File: src/include/bus_ctl_pkg.sv
// Purpose: shared constants for the minimum-mode bus control block
// Assumes: one half processor state per mclk cycle (two cycles per T state)
// Notes:   status codes are {io_sel, direction, status_zero}
package bus_ctl_pkg;

	// cycle kinds requested by the core side
	typedef enum logic [2:0] {
		KIND_INTERRUPT_ACK_STROBE_N,
		KIND_IO_READ,
		KIND_IO_WRITE,
		KIND_HALT,
		KIND_CODE,
		KIND_MEM_READ,
		KIND_MEM_WRITE,
		KIND_PASSIVE
	} cycle_kind_t;

	// three-line status patterns
	localparam logic [2:0] STAT_INTERRUPT_ACK_STROBE_N      = 3'h4;
	localparam logic [2:0] STAT_IO_READ   = 3'h5;
	localparam logic [2:0] STAT_IO_WRITE  = 3'h6;
	localparam logic [2:0] STAT_HALT      = 3'h7;
	localparam logic [2:0] STAT_CODE      = 3'h0;
	localparam logic [2:0] STAT_MEM_READ  = 3'h1;
	localparam logic [2:0] STAT_MEM_WRITE = 3'h2;
	localparam logic [2:0] STAT_PASSIVE   = 3'h3;

	// field positions inside a status pattern
	localparam int STAT_IO_BIT  = 2;
	localparam int STAT_DIR_BIT = 1;
	localparam int STAT_S0_BIT  = 0;

	// level shown by every control line while floated
	localparam logic FLOAT_LEVEL = 1'b1;

endpackage : bus_ctl_pkg

File: src/design/status_encoder.sv
// Purpose: map a requested cycle kind to its three-line status pattern
// Assumes: kind comes from logic on the same clock
// Notes:   pattern is registered so status outputs come from flip-flops
`timescale 1ns/1ps
module status_encoder (
	// clock and reset
	input  wire logic                      mclk,
	input  wire logic                      reset_n,
	// control
	input  wire logic                      load,
	input  wire bus_ctl_pkg::cycle_kind_t  kind,
	// pattern out
	output logic [2:0]                     pattern_reg
);

	logic [2:0] pattern_next;
	logic [2:0] decoded;

	// encode ack and io read
	// remaining status patterns
	always_comb begin
		decoded = bus_ctl_pkg::STAT_PASSIVE;
		unique case (kind)
			bus_ctl_pkg::KIND_INTERRUPT_ACK_STROBE_N:      decoded = bus_ctl_pkg::STAT_INTERRUPT_ACK_STROBE_N;
			bus_ctl_pkg::KIND_IO_READ:   decoded = bus_ctl_pkg::STAT_IO_READ;
			bus_ctl_pkg::KIND_IO_WRITE:  decoded = bus_ctl_pkg::STAT_IO_WRITE;
			bus_ctl_pkg::KIND_HALT:      decoded = bus_ctl_pkg::STAT_HALT;
			bus_ctl_pkg::KIND_CODE:      decoded = bus_ctl_pkg::STAT_CODE;
			bus_ctl_pkg::KIND_MEM_READ:  decoded = bus_ctl_pkg::STAT_MEM_READ;
			bus_ctl_pkg::KIND_MEM_WRITE: decoded = bus_ctl_pkg::STAT_MEM_WRITE;
			bus_ctl_pkg::KIND_PASSIVE:   decoded = bus_ctl_pkg::STAT_PASSIVE;
		endcase
	end

	assign pattern_next = load ? decoded : pattern_reg;

	// hold pattern between loads
	always_ff @(posedge mclk or negedge reset_n) begin
		if (!reset_n) begin
			pattern_reg <= bus_ctl_pkg::STAT_PASSIVE;
		end else begin
			pattern_reg <= pattern_next;
		end
	end

endmodule : status_encoder

File: src/design/min_mode_bus_control.sv
// Purpose: minimum-mode local bus strobes, status and hold handshake
// Assumes: each T state is two mclk cycles, high phase then low phase
// Notes:   floated lines are given as output enable low, level one
//
// What this block does
// active only with mode select high
// io select valid from prior T4; this block drives it valid from T1
// float control lines high during hold
// write strobe low in T2 T3 Tw
// ack strobe low in T2 T3 Tw
// latch pulse in low phase of T1
// direction high transmit, low receive
// direction timed like io select
// enable asserted in every bus cycle
// read enable mid T2 to mid T4
// write enable start T2 to mid T4
// other master holds request while needed
// grant mid T4 or idle, float bus
// drop grant when request low
// drive again only for next cycle
// request arrives already synchronised
// encode ack and io read patterns
// decode remaining six status patterns
// read strobe low in T2 T3 Tw
`timescale 1ns/1ps
module min_mode_bus_control (
	// clock and reset
	input  wire logic                      mclk,
	input  wire logic                      reset_n,
	// configuration strap
	input  wire logic                      min_max_mode_select,
	// core side cycle request
	input  wire logic                      cycle_request,
	input  wire bus_ctl_pkg::cycle_kind_t  cycle_kind,
	input  wire logic                      ready,
	output logic                           cycle_accept,
	output logic                           cycle_done,
	// hold handshake
	input  wire logic                      hold_request,
	output logic                           bus_hold_grant,
	// control lines, level and enable
	output logic                           io_mem_select,
	output logic                           io_mem_select_oe,
	output logic                           write_strobe_n,
	output logic                           write_strobe_n_oe,
	output logic                           read_strobe_n,
	output logic                           read_strobe_n_oe,
	output logic                           interrupt_ack_strobe_n,
	output logic                           transceiver_direction,
	output logic                           transceiver_direction_oe,
	output logic                           transceiver_output_enable_n,
	output logic                           transceiver_output_enable_n_oe,
	output logic                           status_zero_line,
	output logic                           status_zero_line_oe,
	output logic                           address_latch_pulse
);

	typedef enum logic [2:0] {
		ST_IDLE,
		ST_T1,
		ST_T2,
		ST_T3,
		ST_TW,
		ST_T4,
		ST_HOLD
	} tstate_t;

	tstate_t    state_reg, state_next;
	logic       phase_reg;        // 0 high phase, 1 low phase
	logic       phase_next;
	logic       is_write_reg, is_write_next;
	logic       is_read_reg, is_read_next;
	logic       is_ack_reg, is_ack_next;
	logic       active_reg, active_next;  // status valid window
	logic [2:0] pattern_reg;
	logic       load_pattern;
	logic       min_mode;
	logic       start_cycle;
	logic       grant_now;
	logic       floated;
	logic       kind_write, kind_read, kind_ack, kind_bus;
	logic       den_on_reg, den_on_next;
	logic       strobe_on;
	logic       float_keep_reg, float_keep_next;  // floated after a hold

	// only in minimum mode
	assign min_mode = min_max_mode_select;

	// request used on the clock directly, no synchroniser
	// grant at a T4 or idle boundary at mid state
	assign grant_now = min_mode && hold_request && phase_reg &&
		(state_reg == ST_T4 || state_reg == ST_IDLE);

	// leave idle for T1 only when a new cycle is wanted
	assign start_cycle = min_mode && cycle_request && !hold_request &&
		phase_reg && (state_reg == ST_IDLE || state_reg == ST_T4);
	assign cycle_accept = start_cycle;
	assign load_pattern = start_cycle;

	// classify the requested kind
	assign kind_write = (cycle_kind == bus_ctl_pkg::KIND_IO_WRITE) ||
		(cycle_kind == bus_ctl_pkg::KIND_MEM_WRITE);
	assign kind_read = (cycle_kind == bus_ctl_pkg::KIND_IO_READ) ||
		(cycle_kind == bus_ctl_pkg::KIND_MEM_READ) ||
		(cycle_kind == bus_ctl_pkg::KIND_CODE);
	assign kind_ack = (cycle_kind == bus_ctl_pkg::KIND_INTERRUPT_ACK_STROBE_N);
	assign kind_bus = kind_write || kind_read || kind_ack;

	status_encoder u_status (
		.mclk        (mclk),
		.reset_n     (reset_n),
		.load        (load_pattern),
		.kind        (cycle_kind),
		.pattern_reg (pattern_reg)
	);

	// state sequencing, two phases per T state
	always_comb begin
		state_next = state_reg;
		phase_next = ~phase_reg;
		unique case (state_reg)
			ST_IDLE: begin
				if (grant_now) begin
					state_next = ST_HOLD;
				end else if (start_cycle) begin
					state_next = ST_T1;
				end
			end
			ST_T1: begin
				if (phase_reg) begin
					state_next = ST_T2;
				end
			end
			ST_T2: begin
				if (phase_reg) begin
					state_next = ST_T3;
				end
			end
			ST_T3, ST_TW: begin
				if (phase_reg) begin
					state_next = ready ? ST_T4 : ST_TW;
				end
			end
			ST_T4: begin
				if (grant_now) begin
					state_next = ST_HOLD;
				end else if (start_cycle) begin
					state_next = ST_T1;
				end else if (phase_reg) begin
					state_next = ST_IDLE;
				end
			end
			// release when request seen low
			ST_HOLD: begin
				if (!hold_request && phase_reg) begin
					state_next = ST_IDLE;
				end
			end
		endcase
	end

	assign cycle_done = (state_reg == ST_T4) && !phase_reg;

	// status valid from T1 through final T4
	// direction shares the same window
	assign active_next = start_cycle ? 1'b1 :
		((state_reg == ST_T4 && phase_reg) || grant_now) ? 1'b0 :
		active_reg;

	assign is_write_next = start_cycle ? (kind_write && kind_bus) :
		is_write_reg;
	assign is_read_next  = start_cycle ? kind_read : is_read_reg;
	assign is_ack_next   = start_cycle ? kind_ack : is_ack_reg;

	// read and ack enable from mid T2 to mid T4
	// write enable from start T2 to mid T4
	// every bus cycle drives enable
	assign den_on_next =
		(state_next == ST_T2 && phase_next == 1'b0 && is_write_next) ||
		(state_next == ST_T2 && phase_next == 1'b1 &&
			(is_write_next || is_read_next || is_ack_next)) ||
		((state_next == ST_T3 || state_next == ST_TW) && den_on_reg) ||
		(state_next == ST_T4 && phase_next == 1'b0 && den_on_reg);

	// sequencer registers
	always_ff @(posedge mclk or negedge reset_n) begin
		if (!reset_n) begin
			state_reg    <= ST_IDLE;
			phase_reg    <= 1'b0;
			active_reg   <= 1'b0;
			is_write_reg <= 1'b0;
			is_read_reg  <= 1'b0;
			is_ack_reg   <= 1'b0;
			den_on_reg   <= 1'b0;
			float_keep_reg <= 1'b0;
		end else begin
			state_reg    <= state_next;
			phase_reg    <= phase_next;
			active_reg   <= active_next;
			is_write_reg <= is_write_next;
			is_read_reg  <= is_read_next;
			is_ack_reg   <= is_ack_next;
			den_on_reg   <= den_on_next;
			float_keep_reg <= float_keep_next;
		end
	end

	// grant also serves as float request for all control lines that have an output enable
	assign bus_hold_grant = (state_reg == ST_HOLD);
	// stay floated after a hold until the next cycle is taken;
	// the hold side wins, so a late accept cannot unfloat early
	assign float_keep_next = bus_hold_grant ? 1'b1 :
		start_cycle ? 1'b0 : float_keep_reg;
	assign floated = bus_hold_grant || float_keep_reg || !min_mode;

	// strobes cover T2, T3 and wait states
	assign strobe_on = (state_reg == ST_T2 || state_reg == ST_T3 ||
		state_reg == ST_TW);

	// write strobe
	assign write_strobe_n = floated ? bus_ctl_pkg::FLOAT_LEVEL :
		!(strobe_on && is_write_reg);
	// read strobe
	assign read_strobe_n = floated ? bus_ctl_pkg::FLOAT_LEVEL :
		!(strobe_on && is_read_reg);
	// acknowledge strobe, never floated
	assign interrupt_ack_strobe_n = !(min_mode && strobe_on && is_ack_reg);

	// latch pulse in second half of T1
	assign address_latch_pulse = min_mode && (state_reg == ST_T1) &&
		phase_reg;

	// floated lines read as logic one
	// direction bit from pattern
	assign io_mem_select = floated ? bus_ctl_pkg::FLOAT_LEVEL :
		(active_reg ? pattern_reg[bus_ctl_pkg::STAT_IO_BIT] : 1'b0);
	assign transceiver_direction = floated ? bus_ctl_pkg::FLOAT_LEVEL :
		(active_reg ? pattern_reg[bus_ctl_pkg::STAT_DIR_BIT] : 1'b1);
	assign status_zero_line = floated ? bus_ctl_pkg::FLOAT_LEVEL :
		(active_reg ? pattern_reg[bus_ctl_pkg::STAT_S0_BIT] : 1'b1);
	assign transceiver_output_enable_n = floated ?
		bus_ctl_pkg::FLOAT_LEVEL : !den_on_reg;

	// output enables drop while floated
	assign io_mem_select_oe               = !floated;
	assign write_strobe_n_oe              = !floated;
	assign read_strobe_n_oe               = !floated;
	assign transceiver_direction_oe       = !floated;
	assign transceiver_output_enable_n_oe = !floated;
	assign status_zero_line_oe            = !floated;

	// select and write strobe undriven and high, status zero high during grant
	a_float_hold: assert property (@(posedge mclk) disable iff (!reset_n)
		bus_hold_grant |-> !io_mem_select_oe && !write_strobe_n_oe &&
		io_mem_select && write_strobe_n && status_zero_line)
		else $error("control lines driven during hold");
	// write strobe three phases after accept
	a_write_start: assert property (@(posedge mclk) disable iff (!reset_n)
		(start_cycle && kind_write && min_mode) |-> ##3 !write_strobe_n)
		else $error("write strobe late");
	// latch pulse one cycle long after accept
	a_latch_pulse: assert property (@(posedge mclk) disable iff (!reset_n)
		start_cycle |-> ##2 address_latch_pulse ##1 !address_latch_pulse)
		else $error("latch pulse wrong");
	// write enable at start of T2
	a_write_den: assert property (@(posedge mclk) disable iff (!reset_n)
		(start_cycle && kind_write && min_mode) |->
		##2 transceiver_output_enable_n ##1 !transceiver_output_enable_n)
		else $error("write enable timing");
	// read enable at mid T2
	a_read_den: assert property (@(posedge mclk) disable iff (!reset_n)
		(start_cycle && kind_read && min_mode) |->
		##3 transceiver_output_enable_n ##1 !transceiver_output_enable_n)
		else $error("read enable timing");
	// grant follows request at mid T4 or idle
	a_grant_time: assert property (@(posedge mclk) disable iff (!reset_n)
		grant_now |=> bus_hold_grant)
		else $error("grant not issued");
	// grant drops after request low
	a_grant_drop: assert property (@(posedge mclk) disable iff (!reset_n)
		(bus_hold_grant && !hold_request) |-> ##[1:2] !bus_hold_grant)
		else $error("grant held after release");
	// select stable from T2 into T3
	a_select_hold: assert property (@(posedge mclk) disable iff (!reset_n)
		(state_reg == ST_T2 && !floated) |=> $stable(io_mem_select))
		else $error("select changed in cycle");
	// ack strobe with ack status
	a_ack_status: assert property (@(posedge mclk) disable iff (!reset_n)
		!interrupt_ack_strobe_n |-> ({io_mem_select,
		transceiver_direction, status_zero_line} == bus_ctl_pkg::STAT_INTERRUPT_ACK_STROBE_N))
		else $error("ack strobe without ack status");

endmodule : min_mode_bus_control

File: config.mk
export PLATFORM = sky130hd
export DESIGN_NAME = min_mode_bus_control
export DESIGN_NICKNAME = d
export VERILOG_FILES = /design/src/include/bus_ctl_pkg.sv /design/src/design/status_encoder.sv /design/src/design/min_mode_bus_control.sv
export SDC_FILE = /design/constraint.sdc
export NUM_CORES = 1
export LEC_CHECK = 0
export BUFFER_PORTS_ARGS = -buffer_cell sky130_fd_sc_hd__buf_2
export CAP_MARGIN = 10
export CELL_PAD_IN_SITES_DETAIL_PLACEMENT = 2
export CELL_PAD_IN_SITES_GLOBAL_PLACEMENT = 2
export CORE_MARGIN = 2
export CORE_UTILIZATION = 29
export DETAILED_ROUTE_END_ITERATION = 8
export PLACE_DENSITY_LB_ADDON = 0.1
export SYNTH_ARGS = -nofsm -noshare
export SYNTH_HDL_FRONTEND = slang
export SYNTH_HIERARCHICAL = 1
export SYNTH_SLANG_ARGS = --single-unit
File: constraint.sdc
create_clock -name mclk -period 1.83 [get_ports mclk]
set_input_delay 0.183 -clock mclk [delete_from_list [all_inputs] [get_ports mclk]]
set_output_delay 0.183 -clock mclk [all_outputs]
set_load 0.02 [all_outputs]
==> summary.md <==
| Metric | Value |
|---|---|
| Hold path start | cycle_kind[2] |
| DR DRC count | 0 |
| Worst Setup SP | state_reg[1]$_DFF_PN0_ |
| RePlAce Congestion | 0.733 |
| Outcome | finished clean |
| Die X-Extent | 58.1 um |
| First-pass DRT Iterations | 4 |
| Final Hold Fails | 0 |
| Total power | 1.63 mW |
| Max Clock Freq | 548 MHz |
| Largest net degree at the start of global routing | 14 |
| Pre-CTS setup slack | 0.116 ns |
| CP delay by family, top | simple AND/OR/NAND/NOR gates |
| Diode count | 0 |
| Grt total ovfl | 0 |
| Layout fillers | 312 |
| Via density | 5.17 |
| M2 GR Usage | 0.295 |
| FF-to-FF Start | state_reg[1]$_DFF_PN0_ |
| Vias in the first global route | 896 |
| NumNets Final | 144 |
| Post-route minimum period | 1.83 ns |
| Syn. warnings | 6 |
| P&R area growth vs syn | 47.1% |
| CP endpoint kind | primary output |
| Syn Nets | 99 |
| Global routing's busiest layer | met2 |
| Non-Filler Instances | 165 |
| Vias | 853 |
| Core area | 2780 um^2 |
| Hold Path Class | in2reg |
| IO Count | 26 |
| Unrepaired setup endpoints after global routing | yes |
| Least-Margin Pin Slew | 0.331 ns |
| Final wirelength | 2.84 mm |
| Final setup fails | 0 |
| Hpwl dp | 1.87 mm |
| CP max-delay cell | dfrtp_2 |
| Clock root buffer master | clkbuf_4 |
| Max-Cap Viols | 0 |
| Met1 Use GR | 0.231 |
| Crit Path Class | reg2out |
| Hold_ws | 0.117 ns |
| CP required | 1.65 ns |
| Post-synth top area share | 0.324 |
| Fin crit share | 0.998 |
| Mapped Area | 850 um^2 |
| Share of cells above drive strength 1 | 0.537 |
| Die H | 58.1 um |
| Register area share after synthesis | 0.386 |
| Power per standard cell area | 1300 nW/um^2 |
| H-tree levels | 1 |
| Gr usage total | 0.176 |
| Buf/Inv on CP | 2 |
| R2r setup slk | 0.07 ns |
| Startpoint Class | flip-flop |
| Max transition margin | 0.780 |
| Met3 Use GR | 0.0402 |
| Yosys cell types | 38 |
| Critical path, cell by cell | and3b_2, nor3b_4, buf_4, nand3b_1, buf_2 |
| Port bufs | 25 |
| Final worst-path setup slack | 0.00410 ns |
| Async set-reset flop share out of synthesis | 1.00 |
| Initial core utilization | 0.305 |
| Setup tns final | 0 ns |
| Post-Synthesis Cells | 90 |
| Slew Limit Fails | 0 |
| Num CTS Buffers | 3 |
| Starting DRT DRC Count | 10 |
| Sink Count | 13 |
| Cell taking the most area after synthesis | dfrtp_1 |
| Ranking of synthesized cells by area | dfrtp_1, dfstp_2, mux2_2 |
| Main synth FF type | dfrtp_1 |
| First-pass GRT wire length | 4.44 mm |
| Setup Skew | 0.0131 ns |
| Fin util | 0.449 |
| #FFs+latches synth | 13 |
| Die area | 3380 um^2 |
| Standard-cell row count | 19 |
| Initial antenna violation count | 0 |
| Peak VDD IR | 0.000586 V |
| Worst path arrival time | 1.64 ns |
| Latest clock arrival within the worst-skew pair | 0.29 ns |
| Post-Place Cells | 141 |
| Synth Area per Inst | 9.44 um^2 |
| Antenna Nets Post-Route | 0 |
| Clk buf depth | 2 |
| Number of enable flip-flop cells after synthesis | 0 |
| Dpl cell area | 993 um^2 |
| P_leak | 0.592 nW |
| Final instance area | 1250 um^2 |
| CTS tree | built |
| Crit-path max cell delay | 0.46 ns |
| CTS clock-pin slew for the worst setup and hold paths | 0.10 ns |
| CP max FO | 7 |
| DR WL/cell | 17.2 um |
==> power by group <==
| group | leakage (nW) | internal, mW | switching, mW |
|---|---|---|---|
| registers | 0.143 | 0.414 | 0.121 |
| clock network | 0.0150 | 0.0848 | 0.110 |
| logic | 0.433 | 0.459 | 0.440 |
| total | 0.592 | 0.958 | 0.671 |
==> what timing repair did <==
item | in CTS | in global routing
resized for setup | 5 | 25
setup endpoints to repair | 14 | 13
buffers inserted | 8 | 11
hold endpoints to repair | 11 | 0
pin swaps | 1 | 4
hold buffers | 1 | 0
==> final timing paths <==
kind / cells after the start / to
setup / recovery: 5 / transceiver_direction
hold / removal: 2 / u_status/pattern_reg[2]$_DFFE_PN0P_
setup reg to reg: 6 / den_on_reg$_DFF_PN0_
hold reg to reg: 1 / is_ack_reg$_DFF_PN0_
max in group asynchronous: 2 / u_status/pattern_reg[1]$_DFFE_PN1P_
min in group asynchronous: 2 / is_write_reg$_DFF_PN0_
==> kinds of logic (layout without fill, tap and decap cells) <==
family,Yosys count,in the layout,share of synthesized area
AOI/OAI and AO/OA,21,21,0.175
xor gates and xnor gates,1,1,0.0192
buffers and inverters,15,59,0.0928
DFF,13,13,0.386
muxes,5,5,0.0648
and+or+nand+nor,35,35,0.262
==> layer usage <==
layer / vias up / wire [um]
met5: - / 0
met4: 0 / 29
met3: 5 / 103
met2: 20 / 1330
met1: 426 / 1380
li1: 402 / -
==> area by class of cell <==
cell class                      instances  area (um^2)  share of cell area
Multi-Input combinational cell         62          472               0.377
Timing Repair Buffer                   49          358               0.286
Tap cell                               31         38.8              0.0310
Clock buffer                            4         26.3              0.0210
Inverter                                6         22.5              0.0180
Sequential cell                        13          333               0.266
==> layout by cell type (no fill, tap or decap), types with 2 or more instances in the layout <==
master    Yosys  layout
nand3b_1      6       6
a32oi_1       2       2
nor2b_1       2       2
nand3_1       2       2
inv_1         6       6
o21ai_0       6       4
mux2_2        4       4
buf_6         0       6
a21oi_1       2       2
dfstp_2       2       2
dfrtp_2       0       4
dfrtp_1      11       7
buf_2         3      14
nor2_1        5       5
clkbuf_4      0       3
buf_4         5      28
nand2b_1      3       3
nor3b_1       2       2
nand2_1       7       4
nand2_2       0       2
==> Yosys cell counts, types with 2 or more instances <==
cell and number:
nor2b_1 2, buf_4 5, nor3b_1 2, nand2b_1 3, dfrtp_1 11, nand3b_1 6
nor2_1 5, a21oi_1 2, buf_2 3, nand3_1 2, o21ai_0 6, nand2_1 7
dfstp_2 2, inv_1 6, mux2_2 4, a32oi_1 2
(Power assumes the default switching activity.)
